===== src/rtl/hdfc_pkg.sv =====
package hdfc_pkg;
  localparam int unsigned ADDR_W = 8;
  localparam int unsigned DATA_W = 8;
  localparam int unsigned CNT_W = 10;
  localparam int unsigned PTR_W = 9;
  // Register offsets
  localparam logic [7:0] BUFFER_CONTROL_ADDR = 8'h02;
  localparam logic [7:0] THRESHOLD_LEVEL_ADDR = 8'h03;
  localparam logic [7:0] FILL_COUNT_ADDR = 8'h04;
  localparam logic [7:0] DATA_PORT_ADDR = 8'h05;
  localparam logic [7:0] IRQ_STATUS_ADDR = 8'h10;
  localparam logic [7:0] IRQ_MASK_ADDR = 8'h11;
  // buffer_control fields
  localparam int unsigned DEPTH_SELECT_BIT = 7;
  localparam int unsigned NEAR_FULL_BIT = 6;
  localparam int unsigned NEAR_EMPTY_BIT = 5;
  localparam int unsigned BUFFER_CLEAR_BIT = 4;
  localparam int unsigned THRESHOLD_MSB_BIT = 2;
  localparam int unsigned FILL_MSBS_HI = 1;
  localparam int unsigned FILL_MSBS_LO = 0;
  // Depths
  localparam logic [9:0] DEPTH_SHALLOW = 10'h0FF;
  localparam logic [9:0] DEPTH_DEEP = 10'h200;
  // Interrupt status bits
  localparam int unsigned IRQ_NEAR_FULL = 0;
  localparam int unsigned IRQ_NEAR_EMPTY = 1;
  localparam int unsigned IRQ_OVERRUN = 2;
  localparam int unsigned IRQ_UNDERRUN = 3;
  localparam int unsigned IRQ_W = 4;
  localparam logic [7:0] CTRL_RESET = 8'h00;
  localparam logic [7:0] LEVEL_RESET = 8'h00;
  localparam logic [7:0] ZERO_BYTE = 8'h00;
endpackage


===== src/rtl/hdfc_store.sv =====
`timescale 1ns/1ps
module hdfc_store #(
  parameter int unsigned DATA_W = 8,
  parameter int unsigned PTR_W = 9
) (
  input wire logic ref_clk,
  input wire logic we,
  input wire logic [PTR_W-1:0] waddr,
  input wire logic [DATA_W-1:0] wdata,
  input wire logic [PTR_W-1:0] raddr,
  output logic [DATA_W-1:0] rdata
);
  // Plain flip-flop storage, no reset needed on contents
  logic [DATA_W-1:0] mem_ff [0:(1<<PTR_W)-1];

  always_ff @(posedge ref_clk) begin
    if (we) begin
      mem_ff[waddr] <= wdata;
    end
  end

  assign rdata = mem_ff[raddr];
endmodule


===== src/rtl/hdfc_top.sv =====
// The implementer's own choice: strobed register access.
`timescale 1ns/1ps
// How it works
// - Depth select 1 gives 255, 0 gives 512
// - Near-full when depth minus count <= threshold
// - Near-empty when count <= threshold
// - Clear bit empties buffer, reads zero
// - Threshold MSB used only in deep mode
// - Control bits show fill count bits 9:8
// - Threshold register holds low eight bits
// - Fill count resets zero, push up, pop down
// - Data port address never auto-increments
// - Write pushes byte, read pops oldest
module hdfc_top #(
  parameter int unsigned DATA_W = hdfc_pkg::DATA_W,
  parameter int unsigned PTR_W = hdfc_pkg::PTR_W,
  parameter int unsigned CNT_W = hdfc_pkg::CNT_W
) (
  input wire logic ref_clk,
  input wire logic rst,
  input wire logic [7:0] reg_addr,
  input wire logic [7:0] reg_wdata,
  input wire logic reg_wr,
  input wire logic reg_rd,
  output logic [7:0] reg_rdata,
  output logic irq
);

  ////////////////////////////////////////////////////////////////////////////
  // Functions

  function automatic logic [CNT_W-1:0] hdfc_depth(input logic shallow);
    hdfc_depth = shallow ? hdfc_pkg::DEPTH_SHALLOW : hdfc_pkg::DEPTH_DEEP;
  endfunction

  function automatic logic [PTR_W-1:0] hdfc_next_ptr(input logic [PTR_W-1:0] p,
                                                     input logic shallow);
    logic [CNT_W-1:0] lim;
    lim = hdfc_depth(shallow);
    if ({1'b0, p} == lim - 10'h001) begin
      hdfc_next_ptr = '0;
    end else begin
      hdfc_next_ptr = p + 1'b1;
    end
  endfunction

  ////////////////////////////////////////////////////////////////////////////
  // Registers and decode

  logic depth_select_ff;
  logic threshold_msb_ff;
  logic [7:0] threshold_low_bits_ff;
  logic [CNT_W-1:0] count_ff;
  logic [PTR_W-1:0] wptr_ff;
  logic [PTR_W-1:0] rptr_ff;
  logic [hdfc_pkg::IRQ_W-1:0] irq_stat_ff;
  logic [hdfc_pkg::IRQ_W-1:0] irq_mask_ff;
  logic [7:0] reg_rdata_ff;
  logic near_full_d_ff;
  logic near_empty_d_ff;

  logic wr_ctrl;
  logic wr_level;
  logic wr_data;
  logic rd_data;
  logic clear_req;
  logic [CNT_W-1:0] depth;
  logic [CNT_W-1:0] threshold;
  logic full;
  logic empty;
  logic push;
  logic pop;
  logic near_full_flag;
  logic near_empty_flag;
  logic [DATA_W-1:0] head_byte;
  logic [7:0] ctrl_view;

  // Single decoded address per access; the register address never steps
  assign wr_ctrl = reg_wr && (reg_addr == hdfc_pkg::BUFFER_CONTROL_ADDR);
  assign wr_level = reg_wr && (reg_addr == hdfc_pkg::THRESHOLD_LEVEL_ADDR);
  assign wr_data = reg_wr && (reg_addr == hdfc_pkg::DATA_PORT_ADDR);
  assign rd_data = reg_rd && (reg_addr == hdfc_pkg::DATA_PORT_ADDR);
  assign clear_req = wr_ctrl && reg_wdata[hdfc_pkg::BUFFER_CLEAR_BIT];

  assign depth = hdfc_depth(depth_select_ff);
  // Extension bit ignored in shallow mode
  assign threshold = {1'b0, threshold_msb_ff & ~depth_select_ff, threshold_low_bits_ff};
  assign full = (count_ff >= depth);
  assign empty = (count_ff == '0);
  // Overflow write dropped, underflow read pops nothing
  assign push = wr_data && !full;
  assign pop = rd_data && !empty;
  assign near_full_flag = ((depth - count_ff) <= threshold);
  assign near_empty_flag = (count_ff <= threshold);

  ////////////////////////////////////////////////////////////////////////////
  // Configuration

  always_ff @(posedge ref_clk) begin
    if (rst) begin
      depth_select_ff <= hdfc_pkg::CTRL_RESET[hdfc_pkg::DEPTH_SELECT_BIT];
      threshold_msb_ff <= hdfc_pkg::CTRL_RESET[hdfc_pkg::THRESHOLD_MSB_BIT];
    end else if (wr_ctrl) begin
      // Depth change with data stored is the host's hazard
      depth_select_ff <= reg_wdata[hdfc_pkg::DEPTH_SELECT_BIT];
      threshold_msb_ff <= reg_wdata[hdfc_pkg::THRESHOLD_MSB_BIT];
    end
  end

  always_ff @(posedge ref_clk) begin
    if (rst) begin
      threshold_low_bits_ff <= hdfc_pkg::LEVEL_RESET;
    end else if (wr_level) begin
      threshold_low_bits_ff <= reg_wdata;
    end
  end

  ////////////////////////////////////////////////////////////////////////////
  // Buffer pointers and count

  hdfc_store #(
    .DATA_W(DATA_W),
    .PTR_W(PTR_W)
  ) u_store (
    .ref_clk(ref_clk),
    .we(push),
    .waddr(wptr_ff),
    .wdata(reg_wdata),
    .raddr(rptr_ff),
    .rdata(head_byte)
  );

  always_ff @(posedge ref_clk) begin
    if (rst || clear_req) begin
      wptr_ff <= '0;
      rptr_ff <= '0;
    end else begin
      if (push) begin
        wptr_ff <= hdfc_next_ptr(wptr_ff, depth_select_ff);
      end
      if (pop) begin
        rptr_ff <= hdfc_next_ptr(rptr_ff, depth_select_ff);
      end
    end
  end

  always_ff @(posedge ref_clk) begin
    if (rst || clear_req) begin
      count_ff <= '0;
    end else if (push && !pop) begin
      count_ff <= count_ff + 1'b1;
    end else if (pop && !push) begin
      count_ff <= count_ff - 1'b1;
    end
  end

  ////////////////////////////////////////////////////////////////////////////
  // Interrupts: sticky, write one to clear, set beats clear

  logic [hdfc_pkg::IRQ_W-1:0] irq_event;
  logic [hdfc_pkg::IRQ_W-1:0] irq_clr;

  always_comb begin
    irq_event = '0;
    irq_event[hdfc_pkg::IRQ_NEAR_FULL] = near_full_flag && !near_full_d_ff;
    irq_event[hdfc_pkg::IRQ_NEAR_EMPTY] = near_empty_flag && !near_empty_d_ff;
    irq_event[hdfc_pkg::IRQ_OVERRUN] = wr_data && full;
    irq_event[hdfc_pkg::IRQ_UNDERRUN] = rd_data && empty;
  end

  assign irq_clr = (reg_wr && reg_addr == hdfc_pkg::IRQ_STATUS_ADDR) ?
                   reg_wdata[hdfc_pkg::IRQ_W-1:0] : '0;

  always_ff @(posedge ref_clk) begin
    if (rst) begin
      near_full_d_ff <= 1'b1;
      near_empty_d_ff <= 1'b1;
    end else begin
      near_full_d_ff <= near_full_flag;
      near_empty_d_ff <= near_empty_flag;
    end
  end

  always_ff @(posedge ref_clk) begin
    if (rst) begin
      irq_stat_ff <= '0;
    end else begin
      irq_stat_ff <= (irq_stat_ff & ~irq_clr) | irq_event;
    end
  end

  always_ff @(posedge ref_clk) begin
    if (rst) begin
      irq_mask_ff <= '0;
    end else if (reg_wr && reg_addr == hdfc_pkg::IRQ_MASK_ADDR) begin
      irq_mask_ff <= reg_wdata[hdfc_pkg::IRQ_W-1:0];
    end
  end

  assign irq = |(irq_stat_ff & irq_mask_ff);

  ////////////////////////////////////////////////////////////////////////////
  // Read path

  always_comb begin
    ctrl_view = hdfc_pkg::ZERO_BYTE;
    ctrl_view[hdfc_pkg::DEPTH_SELECT_BIT] = depth_select_ff;
    ctrl_view[hdfc_pkg::NEAR_FULL_BIT] = near_full_flag;
    ctrl_view[hdfc_pkg::NEAR_EMPTY_BIT] = near_empty_flag;
    // Clear bit always reads zero
    ctrl_view[hdfc_pkg::THRESHOLD_MSB_BIT] = threshold_msb_ff;
    ctrl_view[hdfc_pkg::FILL_MSBS_HI] = count_ff[CNT_W-1];
    ctrl_view[hdfc_pkg::FILL_MSBS_LO] = count_ff[CNT_W-2];
  end

  always_ff @(posedge ref_clk) begin
    if (rst) begin
      reg_rdata_ff <= hdfc_pkg::ZERO_BYTE;
    end else if (reg_rd) begin
      case (reg_addr)
        hdfc_pkg::BUFFER_CONTROL_ADDR: reg_rdata_ff <= ctrl_view;
        hdfc_pkg::THRESHOLD_LEVEL_ADDR: reg_rdata_ff <= threshold_low_bits_ff;
        hdfc_pkg::FILL_COUNT_ADDR: reg_rdata_ff <= count_ff[7:0];
        // Oldest byte; empty read returns zero
        hdfc_pkg::DATA_PORT_ADDR: reg_rdata_ff <= empty ? hdfc_pkg::ZERO_BYTE : head_byte;
        hdfc_pkg::IRQ_STATUS_ADDR: reg_rdata_ff <= {4'h0, irq_stat_ff};
        hdfc_pkg::IRQ_MASK_ADDR: reg_rdata_ff <= {4'h0, irq_mask_ff};
        default: reg_rdata_ff <= hdfc_pkg::ZERO_BYTE;
      endcase
    end else begin
      reg_rdata_ff <= hdfc_pkg::ZERO_BYTE;
    end
  end

  assign reg_rdata = reg_rdata_ff;

  ////////////////////////////////////////////////////////////////////////////
  // Checks

  a_count_push_up: assert property (@(posedge ref_clk) disable iff (rst)
    (push && !pop && !clear_req) |=> (count_ff == $past(count_ff) + 10'h001))
    else $error("count did not rise on push");

  a_count_pop_down: assert property (@(posedge ref_clk) disable iff (rst)
    (pop && !push && !clear_req) |=> (count_ff == $past(count_ff) - 10'h001))
    else $error("count did not fall on pop");

  a_clear_empties: assert property (@(posedge ref_clk) disable iff (rst)
    clear_req |=> (count_ff == '0) && (wptr_ff == rptr_ff))
    else $error("clear did not empty buffer");

  a_full_drop: assert property (@(posedge ref_clk) disable iff (rst)
    (wr_data && full && !rd_data && !clear_req) |=> $stable(count_ff))
    else $error("write while full changed count");

  a_depth_bound: assert property (@(posedge ref_clk) disable iff (rst)
    depth_select_ff && !$past(!depth_select_ff) |-> count_ff <= hdfc_pkg::DEPTH_SHALLOW)
    else $error("shallow depth exceeded");

  a_near_full_flag: assert property (@(posedge ref_clk) disable iff (rst)
    (reg_rd && reg_addr == hdfc_pkg::BUFFER_CONTROL_ADDR) |=>
      reg_rdata[hdfc_pkg::NEAR_FULL_BIT] == ($past(depth - count_ff) <= $past(threshold)))
    else $error("near-full flag wrong");

  a_near_empty_flag: assert property (@(posedge ref_clk) disable iff (rst)
    (reg_rd && reg_addr == hdfc_pkg::BUFFER_CONTROL_ADDR) |=>
      reg_rdata[hdfc_pkg::NEAR_EMPTY_BIT] == ($past(count_ff) <= $past(threshold)))
    else $error("near-empty flag wrong");

  a_clear_reads_zero: assert property (@(posedge ref_clk) disable iff (rst)
    (reg_rd && reg_addr == hdfc_pkg::BUFFER_CONTROL_ADDR) |=>
      !reg_rdata[hdfc_pkg::BUFFER_CLEAR_BIT])
    else $error("clear bit read nonzero");

  a_fill_msbs: assert property (@(posedge ref_clk) disable iff (rst)
    (reg_rd && reg_addr == hdfc_pkg::BUFFER_CONTROL_ADDR) |=>
      reg_rdata[1:0] == $past(count_ff[9:8]))
    else $error("fill count msbs wrong");

  a_threshold_shallow: assert property (@(posedge ref_clk) disable iff (rst)
    depth_select_ff |-> threshold[8] == 1'b0)
    else $error("threshold msb used in shallow mode");

  a_level_write: assert property (@(posedge ref_clk) disable iff (rst)
    wr_level |=> threshold_low_bits_ff == $past(reg_wdata))
    else $error("threshold write lost");

  a_stream_addr: assert property (@(posedge ref_clk) disable iff (rst)
    (push && !clear_req) |=> wptr_ff != $past(wptr_ff))
    else $error("push did not advance");

  // Set must win even when software clears in the same cycle
  a_overrun_sticky: assert property (@(posedge ref_clk) disable iff (rst)
    (wr_data && full) |=> irq_stat_ff[hdfc_pkg::IRQ_OVERRUN])
    else $error("overrun event not latched");
endmodule


===== config.mk =====
export PLATFORM = sky130hd
export DESIGN_NAME = hdfc_top
export DESIGN_NICKNAME = d
export VERILOG_FILES = /design/src/rtl/hdfc_pkg.sv /design/src/rtl/hdfc_store.sv /design/src/rtl/hdfc_top.sv
export SDC_FILE = /design/constraint.sdc
export NUM_CORES = 2
export LEC_CHECK = 0
export BUFFER_PORTS_ARGS = -buffer_cell sky130_fd_sc_hd__buf_2
export CORE_MARGIN = 4
export CORE_UTILIZATION = 50
export CTS_BUF_LIST = sky130_fd_sc_hd__clkbuf_4 sky130_fd_sc_hd__clkbuf_8
export CTS_CLUSTER_SIZE = 14
export DETAILED_ROUTE_END_ITERATION = 6
export PLACE_DENSITY_LB_ADDON = 0.05
export SLEW_MARGIN = 20
export SYNTH_ARGS = -nofsm -noshare
export SYNTH_HDL_FRONTEND = slang
export SYNTH_SLANG_ARGS = --single-unit

===== constraint.sdc =====
create_clock -name ref_clk -period 9.6 [get_ports ref_clk]
set_input_delay 0.48 -clock ref_clk [delete_from_list [all_inputs] [get_ports ref_clk]]
set_output_delay 0.48 -clock ref_clk [all_outputs]
set_load 0.02 [all_outputs]

==> results.sh <==
export IMPL_status="finished, final reports clean"
export IMPL_syn_inst=7825
export IMPL_worstPathRequired_ps=10710
export IMPL_yosys_area_top_type="edfxtp_1"
export IMPL_p_leak_uw=0.0550
export IMPL_postLayoutCellArea_um2=181000
export IMPL_clockBufferDepth=4
export IMPL_place_congestion=0.861
export IMPL_gr_total_overflow=0
export IMPL_fp_dieArea_um2=333000
export IMPL_htree_levels=6
export IMPL_die_w_um=577
export IMPL_drtIter0Drc=11600
export IMPL_timing_slew_headroom_pct=11.5
export IMPL_hpwlAfterDp_um=305000
export IMPL_hold_viol_final=0
export IMPL_crit_top_cell="inv_1"
export IMPL_ys_seq_area_share_pct=76.7
export IMPL_setup_viol_count_final=0
export IMPL_clock_latency_ps=1220
export IMPL_start_util_pct=50.4
export IMPL_wl_um=501000
export IMPL_worst_pin_slew_ps=1310
export IMPL_period_share_pct=57.2
export IMPL_area_growth_pct=11.6
export IMPL_max_freq_ghz=0.182
export IMPL_placed_cell_area_um2=168000
export IMPL_cpMaxStageDelayCell="dfxtp_1"
export IMPL_detail_route_antenna_nets=0
export IMPL_post_cts_buffers=0
export IMPL_critPathTopFamily="compound AO/OA/AOI/OAI gates"
export IMPL_die_h_um=577
export IMPL_top_layer_used="met5"
export IMPL_synth_nets=7889
export IMPL_port_buffers=28
export IMPL_synth_top_cells_by_area="edfxtp_1, mux4_2, nor2_1"
export IMPL_min_period_ps=5490
export IMPL_cts_resized=0
export IMPL_design_core_area_um2=322000
export IMPL_synth_warnings=0
export IMPL_final_max_slew_violation_count=0
export IMPL_path_clk_slew_ps=60
export IMPL_drt_first_pass_iters=7
export IMPL_path_max_fanout=12
export IMPL_critical_path_cell_chain="inv_1 -> ha_1 -> inv_1 -> fa_1 -> a21o_1 -> a21oi_1 -> o221ai_1 -> a31oi_1 -> or3_4 -> inv_1 -> ha_1 -> inv_1 -> ha_1 -> nor2b_1 -> o21ai_0 -> nand2b_1 -> a21o_1 -> a21o_1 -> a31oi_1 -> mux2_2 -> a211oi_1"
export IMPL_yosysMostFrequentCell="edfxtp_1"
export IMPL_wire_per_inst_um=38.2
export IMPL_grt_pass1_vias=84600
export IMPL_m1WireLength_um=200000
export IMPL_fin_skew_ps=76.8
export IMPL_avgViaCountPerCell=6.48
export IMPL_grt_pass1_wl_um=693000
export IMPL_syn_area_um2=162000
export IMPL_synth_edf_count=4096
export IMPL_clock_sinks=4161
export IMPL_end_kind="flop"
export IMPL_criticalPathCategory="flop to flop"
export IMPL_synthFlopType="edfxtp_1"
export IMPL_power_density_nw_per_um2=196
export IMPL_fillers=24300
export IMPL_fin_setup_tns_ps=0
export IMPL_nNetsFinal=8347
export IMPL_cts_tree="yes"
export IMPL_grt_use_total_pct=29.9
export IMPL_ys_ff_latch=4161
export IMPL_ys_top_cells_by_count="edfxtp_1, mux4_2, nor2_1"
export IMPL_rsz0062_at_grt="false"
export IMPL_critPathLaunchType="flop"
export IMPL_drv_cap=0
export IMPL_numCtsBuffers=670
export IMPL_path_buf_inv=4
export IMPL_drive_gt1_share_pct=26.6
export IMPL_peakVddDrop_v=0.000129
export IMPL_seq_area_um2=124000
export IMPL_num_rows=208
export IMPL_synth_area_per_cell_um2=20.7
export IMPL_synthArstFlopShare_pct=0
export IMPL_io_pin_count=29
export IMPL_yosys_area_top_type_share_pct=75.9
export IMPL_dr_wl_met3_um=48400
export IMPL_multi_input_area_um2=35600
export IMPL_grt_max_degree=153
export IMPL_antenna_found_initial=27
export IMPL_critical_path_max_stage_delay_ps=470
export IMPL_wl_met2_um=234000
export IMPL_cp_arrival_ps=6600
export IMPL_cts_root_buffer="clkbuf_8"
export IMPL_hp_class="input pin to flop"
export IMPL_yosysUniqueCellTypes=76
export IMPL_vias=85100
export IMPL_ctsHoldBuffers=20
export IMPL_route_detailed_drc=0
area by class of cell:
type / instances / share of cell area, %
clock buffers: 904 / 6.15
inverters: 36 / 0.0816
diodes: 12 / 0.0166
well taps: 4305 / 2.98
multi-input cells: 3165 / 19.7
repair buffers: 249 / 1.30
clock inverters: 290 / 1.04
flip-flops and latches: 4161 / 68.7
metrics by stage:
stage	worst slack, ps	total power, uW	utilization, %	instances	hold WS (ps)
final	4110	35400	56.2	13100	269
after global routing	3720	36500	56.2	13100	245
after CTS	4080	35600	56.2	13100	99.2
after detailed placement	4110	20700	52.1	11900	504
after global placement	3720	20700	52.1	11900	503
after floorplan	5090	20300	-	7825	449
sequential cells by signal, summed over array words and instances, names as in the netlist, 4 cells and up, named ones only:
name                   flops
count_ff                  10
u_store.mem_ff          4096
wptr_ff                    9
threshold_low_bits_ff      8
irq_stat_ff                4
rptr_ff                    9
reg_rdata                  8
irq_mask_ff                4
placed cells by master, fill, tap and decap left out, drive strengths merged, types with 128 or more instances in the layout:
master / instances
a21oi: 128
mux4: 983
clkinv: 228
edfxtp: 4096
a22oi: 160
nand2: 236
buf: 229
nor2: 666
clkbuf: 904
mux2i: 248
worst paths after layout:
kind,startpoint,endpoint,slack (ps),cells after the start
min reg2reg,threshold_msb_ff,threshold_msb_ff,510,2
max,depth_select_ff,count_ff[8],4110,21
min,reg_addr[3],irq_stat_ff[0],270,7
max reg2reg,depth_select_ff,count_ff[8],4110,21
cell families after synthesis:
| family | Yosys count | synth area share (%) |
|---|---|---|
| flip-flops | 4161 | 76.7 |
| multiplexers | 1245 | 15.3 |
| AND/OR/NAND/NOR | 1171 | 3.13 |
| AO/OA/AOI/OAI | 675 | 2.88 |
| buffers and inverters | 499 | 1.51 |
| adder cells (fa/ha/maj) | 44 | 0.349 |
| XOR/XNOR | 30 | 0.162 |
tightest hold or removal path: stages:
cell     delay [ps]
buf_2            80
or4_1           190
nor3_1          200
and2_1          270
nand2_1          90
a32oi_1          50
nor2_1           70
layer usage:
metal,GRT usage (%),vias up
met5,0,-
met4,10.5,16
met3,6.65,808
met2,45.7,5046
met1,42.9,45600
li1,-,33600
power breakdown:
group          switching (uW)  internal [uW]  total, uW
Clock                    7090           7980      15100
Sequential              0.724          19900      19900
Combinational             364           38.5        403
Total                    7450          28000      35400
Power figures use the tool's default switching activity.
